$ cat src/include/drc_pkg.sv
/*
  Package for the refresh and initialisation controller of a 4096 x 1
  multiplexed-address dynamic RAM array.
  Assumes a 40 MHz system clock and strobe timing built from whole cycles.
*/
package drc_pkg;
  localparam int unsigned CLK_MHZ       = 40;
  localparam int unsigned ROW_BITS      = 6;
  localparam int unsigned COL_BITS      = 6;
  localparam int unsigned ROW_COUNT     = 64;
  localparam int unsigned REFRESH_MS    = 2;
  localparam int unsigned REFRESH_NS    = REFRESH_MS * 1000000;
  localparam int unsigned INTERVAL_NS   = REFRESH_NS / ROW_COUNT;
  // Longest time between refresh cycles rounds down.
  localparam int unsigned INTERVAL_CYC  = (INTERVAL_NS * CLK_MHZ) / 1000;
  localparam int unsigned REFRESH_CYC   = (REFRESH_NS * CLK_MHZ) / 1000;
  // Strobe phase lengths; least times round up.
  localparam int unsigned T_PRE_NS      = 120;
  localparam int unsigned T_RCD_NS      = 25;
  localparam int unsigned T_ACT_NS      = 200;
  localparam int unsigned T_PRE_CYC     = (T_PRE_NS * CLK_MHZ + 999) / 1000;
  localparam int unsigned T_RCD_CYC     = (T_RCD_NS * CLK_MHZ + 999) / 1000;
  localparam int unsigned T_ACT_CYC     = (T_ACT_NS * CLK_MHZ + 999) / 1000;
  localparam logic [5:0]  ROW_RESET     = 6'h00;

  typedef struct packed {
    logic       write;
    logic [5:0] chip;
    logic [5:0] row;
    logic [5:0] col;
    logic       wdata;
  } drc_req_t;

  typedef struct packed {
    logic       ras;
    logic       cas_n;
    logic       cs_n;
    logic       write_n;
    logic [5:0] addr;
    logic       din;
  } drc_pins_t;
endpackage : drc_pkg

$ cat src/logic/drc_ctrl.sv
/*
  Controller that drives an array of 4096 x 1 dynamic RAM chips through their
  strobe, select, write and multiplexed address pins, and keeps them refreshed.
  Assumes one request source on the same clock and data out pins from outside.
*/
`timescale 1ns/1ps
// Summary of operation
// Refresh all 64 rows every 2 ms.
// Any row-strobe cycle refreshes its row.
// Read refreshes row regardless of select.
// Hold select inactive on write-type refresh.
// Long row-only refresh may float output.
// Dummy both-strobe cycle after long refresh.
// Dummy cycle restores output, readies device.
// Decode row strobe to selected chips only.
// Column strobe goes to every chip.
// Column strobe without row strobe: unselected.
// Select may be tied low with decoding.
// Column strobe stays high during refresh; the code drops it in the both-strobe power-up and dummy refresh cycles.
// Both-strobe cycles required after power-up.
// Row-only refresh leaves output unchanged.
// Row address presented before row strobe; the code drives both on the same clock edge.
// Row counter and interval timer spread refresh.
module drc_ctrl #(
  parameter int unsigned CHIPS        = 4,
  parameter int unsigned INTERVAL_CYC = drc_pkg::INTERVAL_CYC,
  parameter int unsigned REFRESH_CYC  = drc_pkg::REFRESH_CYC
) (
  // Clock and reset
  input  wire logic             clk,
  input  wire logic             reset,
  // Request side
  input  wire logic             req_valid,
  input  wire drc_pkg::drc_req_t req,
  output logic                  req_ready,
  output logic                  rd_valid,
  output logic                  rd_data,
  output logic                  init_done,
  // Memory pins
  output logic [CHIPS-1:0]      ras,
  output logic                  cas_n,
  output logic                  cs_n,
  output logic                  write_n,
  output logic [5:0]            addr,
  output logic                  din,
  input  wire logic [CHIPS-1:0] dout
);
  typedef enum logic [5:0] {
    ST_IDLE = 6'h01,
    ST_ROW  = 6'h02,
    ST_COL  = 6'h04,
    ST_ACT  = 6'h08,
    ST_PRE  = 6'h10,
    ST_REF  = 6'h20
  } drc_state_t;

  localparam int unsigned CW = $clog2(INTERVAL_CYC + 1);
  localparam int unsigned LW = $clog2(REFRESH_CYC + 1);
  localparam int unsigned PW = 8;

  drc_state_t       state_r, state_nxt;
  logic [CW-1:0]    ivl_r;
  logic [LW-1:0]    rasonly_r;
  logic [PW-1:0]    ph_r;
  logic [5:0]       refrow_r;
  logic             ref_pend_r, need_dummy_r, is_ref_r, init_r;
  logic [6:0]       init_cnt_r;
  drc_pkg::drc_req_t cur_r;
  logic [CHIPS-1:0] ras_r, dout_s1, dout_s2, dout_s3;
  logic             cas_n_r, cs_n_r, write_n_r, din_r, rdv_r, rdd_r, rdy_r;
  logic [5:0]       addr_r;

  // A dummy cycle is due from the very cycle the row-only run gets too long.
  wire long_rasonly = (rasonly_r == LW'(REFRESH_CYC));
  wire dummy_due  = need_dummy_r || long_rasonly;
  // Refresh cycles use both strobes until init and after long row-only runs.
  wire both_ref   = !init_r || dummy_due;
  wire ivl_done   = (ivl_r == CW'(INTERVAL_CYC - 1));
  wire ph_done    = (ph_r == '0);
  // A due dummy cycle goes out at once, and no access may run before it.
  wire start_ref  = (state_r == ST_IDLE) && (ref_pend_r || dummy_due);
  wire start_acc  = (state_r == ST_IDLE) && !ref_pend_r && !dummy_due &&
                    req_valid && init_r;
  wire [CHIPS-1:0] chip_sel = (CHIPS)'(1) << req.chip;
  wire [$clog2(CHIPS)-1:0] rd_idx = cur_r.chip[$clog2(CHIPS)-1:0];
  wire rd_bit     = dout_s3[rd_idx];
  // Only the addressed chip must have settled; unselected outputs float.
  wire rd_ok      = (dout_s2[rd_idx] == dout_s3[rd_idx]);

  always_comb begin
    state_nxt = state_r;
    case (state_r)
      ST_IDLE: begin
        if (start_ref) state_nxt = ST_REF;
        else if (start_acc) state_nxt = ST_ROW;
      end
      ST_ROW:  if (ph_done) state_nxt = ST_COL;
      ST_COL:  if (ph_done) state_nxt = ST_ACT;
      ST_ACT:  if (ph_done) state_nxt = ST_PRE;
      ST_REF:  if (ph_done) state_nxt = is_ref_r && both_ref ? ST_COL : ST_ACT;
      ST_PRE:  if (ph_done) state_nxt = ST_IDLE;
      default: state_nxt = ST_IDLE;
    endcase
  end

  always_ff @(posedge clk or posedge reset) begin
    if (reset) begin
      state_r <= ST_IDLE;
      ph_r    <= '0;
    end else begin
      state_r <= state_nxt;
      if (state_nxt != state_r) begin
        case (state_nxt)
          ST_ROW, ST_REF: ph_r <= PW'(drc_pkg::T_RCD_CYC - 1);
          ST_COL:         ph_r <= PW'(drc_pkg::T_ACT_CYC - 1);
          ST_ACT:         ph_r <= PW'(0);
          ST_PRE:         ph_r <= PW'(drc_pkg::T_PRE_CYC - 1);
          default:        ph_r <= '0;
        endcase
      end else if (!ph_done) begin
        ph_r <= ph_r - PW'(1);
      end
    end
  end

  // Interval timer and refresh row counter.
  always_ff @(posedge clk or posedge reset) begin
    if (reset) begin
      ivl_r      <= '0;
      ref_pend_r <= 1'b0;
      refrow_r   <= drc_pkg::ROW_RESET;
    end else begin
      ivl_r <= ivl_done ? '0 : ivl_r + CW'(1);
      if (ivl_done) ref_pend_r <= 1'b1;                             // set wins
      else if (start_ref) ref_pend_r <= 1'b0;
      if (state_r == ST_PRE && ph_done && is_ref_r)
        refrow_r <= refrow_r + 6'h01;
    end
  end

  // Power-up pass and row-only run tracking.
  always_ff @(posedge clk or posedge reset) begin
    if (reset) begin
      init_r       <= 1'b0;
      init_cnt_r   <= '0;
      rasonly_r    <= '0;
      need_dummy_r <= 1'b0;
      is_ref_r     <= 1'b0;
      cur_r        <= '0;
    end else begin
      if (start_ref) is_ref_r <= 1'b1;
      else if (start_acc) begin
        is_ref_r <= 1'b0;
        cur_r    <= req;
      end
      if (state_r == ST_PRE && ph_done && is_ref_r && !init_r) begin
        init_cnt_r <= init_cnt_r + 7'h01;
        if (init_cnt_r == 7'(drc_pkg::ROW_COUNT - 1)) init_r <= 1'b1;
      end
      // Column strobe cycles rearm the output buffers.
      if (state_r == ST_COL) begin
        rasonly_r    <= '0;
        need_dummy_r <= 1'b0;
      end else if (!long_rasonly) begin
        rasonly_r <= rasonly_r + LW'(1);
      end else begin
        need_dummy_r <= 1'b1;
      end
    end
  end

  // Pin drivers.
  always_ff @(posedge clk or posedge reset) begin
    if (reset) begin
      ras_r     <= '0;
      cas_n_r   <= 1'b1;
      cs_n_r    <= 1'b1;
      write_n_r <= 1'b1;
      addr_r    <= '0;
      din_r     <= 1'b0;
      rdy_r     <= 1'b0;
      rdv_r     <= 1'b0;
      rdd_r     <= 1'b0;
      dout_s1   <= '0;
      dout_s2   <= '0;
      dout_s3   <= '0;
    end else begin
      dout_s1 <= dout;
      dout_s2 <= dout_s1;
      dout_s3 <= dout_s2;
      rdy_r   <= start_acc;
      if (start_ref) begin
        addr_r    <= refrow_r;
        cs_n_r    <= 1'b1;
        write_n_r <= 1'b1;
      end else if (start_acc) begin
        addr_r    <= req.row;
        cs_n_r    <= 1'b0;
        write_n_r <= ~req.write;
        din_r     <= req.wdata;
      end
      case (state_nxt)
        ST_ROW:  ras_r <= chip_sel;
        ST_REF:  ras_r <= {CHIPS{1'b1}};
        ST_PRE:  ras_r <= '0;
        ST_IDLE: ras_r <= '0;
        default: ras_r <= ras_r;
      endcase
      if (state_r == ST_ROW && ph_done) addr_r <= cur_r.col;
      // Row-only refresh keeps the column strobe high.
      cas_n_r <= !(state_nxt == ST_COL || state_nxt == ST_ACT) ||
                 (state_nxt == ST_ACT && is_ref_r && !both_ref);
      rdv_r   <= (state_r == ST_ACT) && !is_ref_r && !cur_r.write && rd_ok;
      if (state_r == ST_ACT && !is_ref_r) rdd_r <= rd_bit;
    end
  end

  assign ras       = ras_r;
  assign cas_n     = cas_n_r;
  assign cs_n      = cs_n_r;
  assign write_n   = write_n_r;
  assign addr      = addr_r;
  assign din       = din_r;
  assign req_ready = rdy_r;
  assign rd_valid  = rdv_r;
  assign rd_data   = rdd_r;
  assign init_done = init_r;
endmodule : drc_ctrl

$ cat config.mk
export PLATFORM = sky130hd
export DESIGN_NAME = drc_ctrl
export DESIGN_NICKNAME = d
export VERILOG_FILES = /design/src/include/drc_pkg.sv /design/src/logic/drc_ctrl.sv
export SDC_FILE = /design/constraint.sdc
export NUM_CORES = 1
export LEC_CHECK = 0
export BUFFER_PORTS_ARGS = -buffer_cell sky130_fd_sc_hd__buf_4
export CORE_MARGIN = 3
export CORE_UTILIZATION = 25
export CTS_CLUSTER_SIZE = 25
export DETAILED_ROUTE_END_ITERATION = 10
export PLACE_DENSITY = 0.42
export SLEW_MARGIN = 20
export SYNTH_ARGS = -nofsm -noshare
export SYNTH_HDL_FRONTEND = slang
export SYNTH_SLANG_ARGS = --single-unit
export TNS_END_PERCENT = 1
$ cat constraint.sdc
create_clock -name clk -period 2.98 [get_ports clk]
set_input_delay 0.149 -clock clk [delete_from_list [all_inputs] [get_ports clk]]
set_output_delay 0.149 -clock clk [all_outputs]
set_load 0.01 [all_outputs]
==> metrics.csv, run 1 <==
metric;value;unit
routed_via_density;4.605;
syn_inst;413;
diodes;0;
n_fill_cell;1786;
p_leak;0.002499;uW
tns;0;ps
totalWireLength;9.954;mm
grt_max_degree;57;
fin_util;31.51;%
path_class;reg -> reg;
grt_util_all_layers;10.69;%
detail-route-antenna-nets;0;
core.rowCount;48;
cp-startpoint;rasonly_r[0];
routabilityCongestion;0.8293;
drt_iter0_drc;163;
layout_min_cycle_time;2507;ps
cp_data_required_time;3210;ps
avgSynthCellArea;11.08;um^2
layout_commonest_cell;dfrtp_1;
r2r_slack;470;ps
grt_first_pass_wirelength;17.04;mm
finalHoldViolations;0;
core;17600;um^2
numPortBuffers;44;
final_cell_mix;dfrtp_1 (93), buf_4 (50), nor2_1 (47);
outcome;completed;
syn_to_final_growth;21.20;%
path_max_fanout;8;
cp-endpoint;ras[1];
r2r-start;rasonly_r[0];
antenna_found_initial;0;
yosysTopAreaCell;dfrtp_1;
cp-start-kind;register;
wl_per_cell;14.24;um
die_area;19960;um^2
ys_top_cells_by_area;dfrtp_1 (51%), xor2_1 (4.2%), nor2_1 (3.9%);
numCtsBuffers;9;
ys_ff_latch;97;
worstMarginPinSlew;926.4;ps
synthFlopType;dfrtp_1;
clkLatencyLatePin;350;ps
cts_tree;done;
cts-root-buf;clkbuf_16;
ys_seq_area_share;53.17;%
ios;45;
relSlewSlack;37.76;%
end_kind;register;
hpwl;7.091;mm
r2r_cells;8;
rr_endpoint;ras[1];
yosysUniqueCellTypes;62;
hp-class;in -> reg;
post-cts-setup-buffers;0;
cts.sinks;97;
initial_core_util;26.00;%
clkTransAtPathRegs;60;ps
ir_drop;0.0003508;V
drv_cap;0;
via_count;3219;
synthArstFlopShare;100.0;%
nNetsFinal;504;
drive_gt1_share;23.42;%
yosysTopAreaCellShare;50.88;%
finalClockSkew;12.91;ps
drc_errors;0;
p_per_area;463.7;nW/um^2
rsz0062_at_grt;false;
dr.pass1.iters;4;
finalSetupViolCount;0;
fp.dieH;141.3;um
synth_nets;448;
die_w;141.3;um
gr-total-overflow;0;
htree_levels;3;
ys_warn_count;0;
drv_slew;0;
post-route-period-util;84.14;%
finalPower;2571;uW
hold_slack;32.74;ps
max_freq;398.8;MHz
synth_area;4574;um^2
grt_pass1_vias;3322;
synth_edf_count;0;
clk_path_buf_depth;2;
cp.arrival;2740;ps
flip-flops by register name (all words and copies together) (netlist names), 4 cells and up:
| name | flops |
|---|---|
| init_cnt_r | 7 |
| state_r | 6 |
| ras | 4 |
| addr | 6 |
| dout_s1 | 4 |
| dout_s3 | 4 |
| cur_r | 9 |
| refrow_r | 6 |
| ivl_r | 11 |
| rasonly_r | 17 |
| dout_s2 | 4 |
| ph_r | 8 |
worst min-delay path by stage:
stage	start	to	slack (ps)	cells past startpoint
after floorplan	dout[0]	dout_s1[0]	180	0
after global placement	reset	ras[3]	250	2
after detailed placement	reset	ras[3]	250	2
after CTS	req[0]	din	20	2
after global routing	req[5]	cur_r[5]	20	2
final	req[0]	din	30	2
kinds of logic after synthesis:
family / synth area share (%)
multiplexers: 4.622
AO/OA/AOI/OAI: 9.163
AND/OR/NAND/NOR: 20.73
flip-flops: 53.17
buffers and inverters: 2.653
XOR/XNOR: 7.467
adder cells (fa/ha/maj): 2.188
critical path: stages (launching register included):
cell,delay [ps]
dfrtp_1,380
inv_1,80
ha_1,200
or3b_1,240
nor2_4,80
nor3_1,710
nor2_1,160
a21o_1,270
a221o_1,270
cells in the mapped netlist, drive strengths merged, types with 9 or more instances:
cell,instances
dfrtp,93
nor2,52
nand2,31
nand3,23
xor2,22
a21oi,17
xnor2,17
inv,14
mux2,13
nor3,13
o21ai,11
a221o,10
buf,10
nand4,9
through the flow:
step / cells / setup WS (ps) / instance area (um^2)
after floorplan: 413 / 303.9 / 4574
after global placement: 677 / 559.8 / 5185
after detailed placement: 677 / 456.4 / 5185
after CTS: 699 / 439.5 / 5544
after global routing: 699 / 233.2 / 5544
final: 699 / 472.7 / 5544
layout make-up:
cell class	count	area (um^2)	area share, %
clock buffers	10	229.0	4.130
flip-flops and latches	97	2432	43.87
well taps	225	281.5	5.078
repair buffers	57	455.4	8.215
clock inverters	6	70.07	1.264
inverters	14	55.05	0.9930
multi-input cells	290	2021	36.45
power by group:
part           internal (uW)  switching, uW
clock network            654            523
logic                   32.2           35.1
registers               1320           2.52
metal layers:
layer  track usage (%)  share of wire, %
met5                 0                 0
met4             5.507               2.9
met3             2.090               3.1
met2             15.73                46
met1             14.93                48
repair_timing:
action / 4_1_cts / 5_1_grt
gates resized for setup: 0 / 0
setup endpoints to repair: 0 / 0
hold endpoints to repair: 44 / 0
hold buffers: 6 / 0
No activity file was read; power rests on OpenSTA's default activity.
==> run 2, diff against run 1 <==
Settings changed: PLACE_DENSITY 0.42 to 0.44.
Clock period 2.98 ns to 2.2 ns, I/O delays scaled along.
==> run 2 against run 1 <==
Clock power up 42%. Via count is 5.4% higher. Final area increased by 7.2%. Critical path depth stayed put. Clock skew fell by 2.3 ps. Final cell count increased by 5.7%. Combinational power is 49% higher. Wire length rose by 3.4%. Core utilization grew 2.3 points. Die area stayed put. Clock-buffer cell count is 1 lower. Global-route usage grew 0.11 points. Critical endpoint is now ras[0]. Largest power group unchanged.
==> metrics.csv, run 2 (synthesis results as in run 1) <==
metric;value;unit;change
outcome;completed;;unchanged
n_fill_cell;1787;;was 1786
worst_slack;3.588;ps;was 472.7 ps
htree_levels;3;;unchanged
dpl_cell_area;5426;um^2;was 5185 um^2
cts-root-buf;clkbuf_16;;unchanged
finalHoldViolations;0;;unchanged
via_count;3394;;was 3219
drt_iter0_drc;220;;was 163
grt_util_all_layers;10.80;%;was 10.69%
ir_drop;0.0003488;V;was 0.0003508 V
largest_register_ffs;17;;unchanged
post-place-ws;-102.2;ps;was 456.4 ps
core.rowCount;48;;unchanged
multi_input_area;2085;um^2;was 2021 um^2
hpwl;7.445;mm;was 7.091 mm
final-seq-area;2432;um^2;unchanged
relSlewSlack;62.41;%;was 37.76%
cp.arrival;2430;ps;was 2740 ps
die_area;19960;um^2;unchanged
rsz0062_at_grt;true;;was false
postLayoutCellArea;5944;um^2;was 5544 um^2
largest-register;rasonly_r;;unchanged
drv_cap;0;;unchanged
p_leak;0.002723;uW;was 0.002499 uW
path_max_fanout;4;;was 8
routabilityCongestion;0.8319;;was 0.8293
p_per_area;599.8;nW/um^2;was 463.7 nW/um^2
diodes;0;;unchanged
numPortBuffers;44;;unchanged
hold_depth;2;;unchanged
top_regs;rasonly_r (17), ivl_r (11), cur_r (9);;unchanged
totalWireLength;10.29;mm;was 9.954 mm
clkLatencyLatePin;350;ps;about the same
layout_commonest_cell;dfrtp_1;;unchanged
nNetsFinal;544;;was 504
clk_path_buf_depth;2;;unchanged
finalClockSkew;10.60;ps;was 12.91 ps
antenna_found_initial;0;;unchanged
finalSetupViolCount;0;;unchanged
drv_slew;0;;unchanged
dr.pass1.iters;4;;unchanged
grt_max_degree;98;;was 57
max_freq;455.3;MHz;was 398.8 MHz
drt-met1-wl;4.863;mm;was 4.802 mm
hp-class;in -> reg;;unchanged
worstMarginPinSlew;561.7;ps;was 926.4 ps
wl_met2;4.923;mm;was 4.558 mm
clkTransAtPathRegs;70;ps;was 60 ps
wl_per_cell;13.93;um;was 14.24 um
layout_min_cycle_time;2196;ps;was 2507 ps
cts_tree;done;;unchanged
drc_errors;0;;unchanged
grt_first_pass_wirelength;17.42;mm;was 17.04 mm
wl_met3;318;um;was 306 um
detail-route-antenna-nets;0;;unchanged
gr-total-overflow;0;;unchanged
numCtsBuffers;9;;unchanged
syn_to_final_growth;29.95;%;was 21.20%
core;17600;um^2;unchanged
end_kind;register;;unchanged
cp-start-kind;register;;unchanged
final_cell_mix;dfrtp_1 (93), buf_4 (83), nor2_1 (47);;was dfrtp_1 (93), buf_4 (50), nor2_1 (47)
grt_pass1_vias;3575;;was 3322
cp_data_required_time;2430;ps;was 3210 ps
cts.sinks;97;;unchanged
finalPower;3566;uW;was 2571 uW
post-route-period-util;99.84;%;was 84.14%
fp.dieH;141.3;um;unchanged
routed_via_density;4.593;;was 4.605
dr.max_layer_used;met4;;unchanged
path_class;reg -> reg;;unchanged
ios;45;;unchanged
initial_core_util;26.00;%;unchanged
drive_gt1_share;30.16;%;was 23.42%
die_w;141.3;um;unchanged
tns;0;ps;unchanged
hold_slack;17.99;ps;was 32.74 ps
r2r_cells;8;;unchanged
run 2: cell types whose count changed in the layout (fill, tap and decap cells not counted), sizes merged:
| cell | change |
|---|---|
| inv | +4 |
| dlygate4sd3 | +7 |
| clkbuf | -1 |
| buf | +33 |
| clkinvlp | -1 |
| clkinv | -2 |
run 2: worst paths after layout:
| path | slack (ps) | start | endpoint |
|---|---|---|---|
| worst max-delay path | 4 | rasonly_r[0] | ras[0] |
| worst min-delay path | 20 | req[14] | cur_r[14] |
| worst max register to register | 4 | rasonly_r[0] | ras[0] |
| worst min register to register | 350 | dout_s1[3] | dout_s2[3] |
| max in group asynchronous | 1310 | reset | cas_n |
| min in group asynchronous | 420 | reset | init_cnt_r[5] |
run 2: cell type report:
cell class	instances	area share [%]
sequential	97	40.92
multi-input combinational	290	35.07
timing repair buffer	97	13.01
tap	225	4.736
clock buffer	9	3.789
clock inverter	7	1.537
inverter	14	0.9472
run 2: worst max-delay path: stages (launching register included):
cell	delay, ps
dfrtp_1	370
inv_2	60
ha_4	150
or3b_4	240
nor2_4	40
o311a_4	310
o311a_4	310
or2_4	250
a221o_1	340
run 2: layer usage:
metal | up-vias | global-route usage (%)
li1 | 1654 | -
met1 | 1672 | 14.10
met2 | 53 | 17.58
met3 | 15 | 2.157
met4 | 0 | 4.386
met5 | - | 0
run 2: power breakdown:
group / switching, uW / total (uW) / internal [uW]
registers: 3.65 / 1800 / 1790
clock network: 751 / 1670 / 918
logic: 48.8 / 100 / 51.6
total: 803 / 3570 / 2760
run 2: through the flow:
step | utilization [%] | std cells
final | 33.78 | 739
after global routing | 33.78 | 739
after CTS | 33.40 | 738
after detailed placement | 30.84 | 709
after global placement | 30.84 | 709
after floorplan | - | 413
run 2: timing repair:
| action | 4_1_cts | 5_1_grt |
|---|---|---|
| hold buffers | 13 | 0 |
| pin swaps | 1 | 2 |
| endpoints found under the hold margin | 106 | 0 |
| gates resized for setup | 1 | 13 |
| setup endpoints to repair | 20 | 34 |
| setup buffers | 0 | 1 |
==> run 3, diff against run 2 <==
Clock period 2.2 ns to 1.8 ns, I/O delays scaled along.
==> run 3 against run 2 <==
Clock power up 16%. Largest power group unchanged. Total power grew 19%. Core utilization is 2.6 points higher. The run now ends with negative setup slack left. Critical endpoint is now ph_r[2]. Sequential cell count is the same. Non-clock buffer count increased by 43. Worst setup slack got worse by 380 ps. Register-to-register slack lost 380 ps. Highest routed layer unchanged. Wire length up 5.3%. Fmax rose by 0.89%.
==> metrics.csv, run 3 (synthesis results as in run 1) <==
metric;value;unit;change
outcome;complete, but fails checks;;was completed
failed_checks;negative setup slack;;
gr-total-overflow;0;;unchanged
p_seq_share;51.6;%;was 50.4%
worst_slack;-377.1;ps;was 3.588 ps
hpwl;7.828;mm;was 7.445 mm
final-seq-area;2434;um^2;was 2432 um^2
cts-root-buf;clkbuf_16;;unchanged
drv_slew;0;;unchanged
hold_depth;4;;was 2
via_count;3566;;was 3394
r2r_cells;9;;was 8
p_int;3252;uW;was 2762 uW
drive_gt1_share;38.42;%;was 30.16%
drt_iter0_drc;168;;was 220
swShare;23.50;%;was 22.53%
cp-start-kind;register;;unchanged
diodes;0;;unchanged
path_max_fanout;8;;was 4
p_per_area;664.5;nW/um^2;was 599.8 nW/um^2
die_w;141.3;um;unchanged
cts_tree;done;;unchanged
die_area;19960;um^2;unchanged
multi_input_area;2193;um^2;was 2085 um^2
layout_min_cycle_time;2177;ps;was 2196 ps
finalHoldViolations;0;;unchanged
finalClockSkew;15.94;ps;was 10.60 ps
min_to;addr[4];;was cur_r[14]
dr.pass1.iters;4;;unchanged
r2r-start;rasonly_r[0];;unchanged
syn_to_final_growth;39.85;%;was 29.95%
finalSetupViolCount;44;;was 0
layout_commonest_cell;buf_4;;was dfrtp_1
drv_cap;0;;unchanged
fp.dieH;141.3;um;unchanged
drc_errors;0;;unchanged
cp_data_required_time;2020;ps;was 2430 ps
clkTransAtPathRegs;80;ps;was 70 ps
routabilityCongestion;0.8624;;was 0.8319
totalWireLength;10.84;mm;was 10.29 mm
clkLatencyLatePin;350;ps;about the same
post-route-period-util;120.9;%;was 99.84%
hp-class;in -> reg;;unchanged
initial_core_util;26.00;%;unchanged
grt_first_pass_wirelength;18.15;mm;was 17.42 mm
n_fill_cell;1719;;was 1787
clk_path_buf_depth;2;;unchanged
ios;45;;unchanged
grt_pass1_vias;3751;;was 3575
cts.sinks;97;;unchanged
rr_endpoint;ph_r[2];;was ras[0]
grt_util_all_layers;11.28;%;was 10.80%
final_cell_mix;buf_4 (119), dfrtp_1 (92), nor2_1 (42);;was dfrtp_1 (93), buf_4 (83), nor2_1 (47)
largest_register_ffs;17;;unchanged
top_regs;rasonly_r (17), ivl_r (11), cur_r (9);;unchanged
worstMarginPinSlew;529.6;ps;was 561.7 ps
detail-route-antenna-nets;0;;unchanged
numPortBuffers;44;;unchanged
routed_via_density;4.560;;was 4.593
comb_power_share;3.0;%;was 2.8%
core.rowCount;48;;unchanged
power_frac_clock;45.3;%;was 46.8%
finalPower;4251;uW;was 3566 uW
min_from;req[11];;was req[14]
power_switching;999.0;uW;was 803.3 uW
htree_levels;3;;unchanged
max_freq;459.3;MHz;was 455.3 MHz
numCtsBuffers;9;;unchanged
p_leak;0.002945;uW;was 0.002723 uW
rsz0062_at_grt;true;;unchanged
ir_drop;0.0004941;V;was 0.0003488 V
antenna_found_initial;0;;unchanged
grt_max_degree;59;;was 98
nNetsFinal;587;;was 544
r2r_slack;-380;ps;was 4 ps
hold_slack;179.2;ps;was 17.99 ps
end_kind;register;;unchanged
cp.arrival;2390;ps;was 2430 ps
path_class;reg -> reg;;unchanged
wl_per_cell;13.86;um;was 13.93 um
relSlewSlack;64.69;%;was 62.41%
largest-register;rasonly_r;;unchanged
core;17600;um^2;unchanged
run 3: cell count changes in the layout (fill, tap and decap cells not counted), sizes merged:
cell,previous run,this run
buf,84,125
clkinv,0,3
dlygate4sd3,13,15
bufinv,1,0
clkinvlp,2,1
inv,18,17
run 3: repair_timing:
item                                   in CTS  in global routing
hold buffers                               15                  0
endpoints found under the hold margin     110                  0
setup buffers                               2                  4
pin swaps                                  11                 12
gates resized for setup                    20                 26
setup endpoints to repair                  51                 58
run 3: power groups by stage:
stage                     registers (uW)  logic [uW]  clock network (uW)
after global placement              2240         106                   0
after global routing                2200         145                2110
after floorplan                     2240        38.9                   0
after CTS                           2200         135                2010
after detailed placement            2240         109                   0
final                               2200         129                1930
run 3: area by class of cell:
cell class / count / share of cell area, %
Multi-Input combinational cell: 290 / 34.29
Clock buffer: 9 / 3.520
Tap cell: 225 / 4.401
Inverter: 14 / 0.8801
Clock inverter: 7 / 1.232
Sequential cell: 97 / 38.04
Timing Repair Buffer: 140 / 17.64
run 3: worst max-delay path by stage:
stage                     slack (ps)    startpoint  endpoint  cells after the start
after floorplan                 -390       ph_r[0]    ras[0]                      8
after global placement          -420       ph_r[0]    ras[3]                      9
after detailed placement        -490       ph_r[0]    ras[2]                      9
after CTS                       -460  rasonly_r[0]    ras[1]                      8
after global routing            -460  rasonly_r[0]   ph_r[2]                      9
final                           -380  rasonly_r[0]   ph_r[2]                      9
run 3: per-stage QoR:
stage	setup slack, ps	setup TNS [ps]	instances	utilization [%]	cell area [um^2]
floorplan	-393.6	-8199	413	-	4578
global placement	-423.1	-14100	745	32.44	5709
detailed placement	-487.5	-15300	745	32.44	5709
CTS	-459.3	-10310	778	35.61	6266
global route	-461.7	-13080	782	36.36	6397
finish	-377.1	-9684	782	36.36	6397
run 3: metal layers:
layer	vias to the layer above	track usage (%)	part of all wire [%]
li1	1737	-	-
met1	1753	15.14	47
met2	61	17.96	48
met3	15	2.764	3.7
met4	0	3.672	1.6
met5	-	0	0
run 3: critical path, stage by stage, from the launching register on:
cell and delay, ps:
dfrtp_1 390, inv_2 80, ha_4 110, or3b_4 400, buf_6 130, o211ai_4 240
nor2_2 80, and4bb_1 320, nand3b_4 140, mux2i_1 140
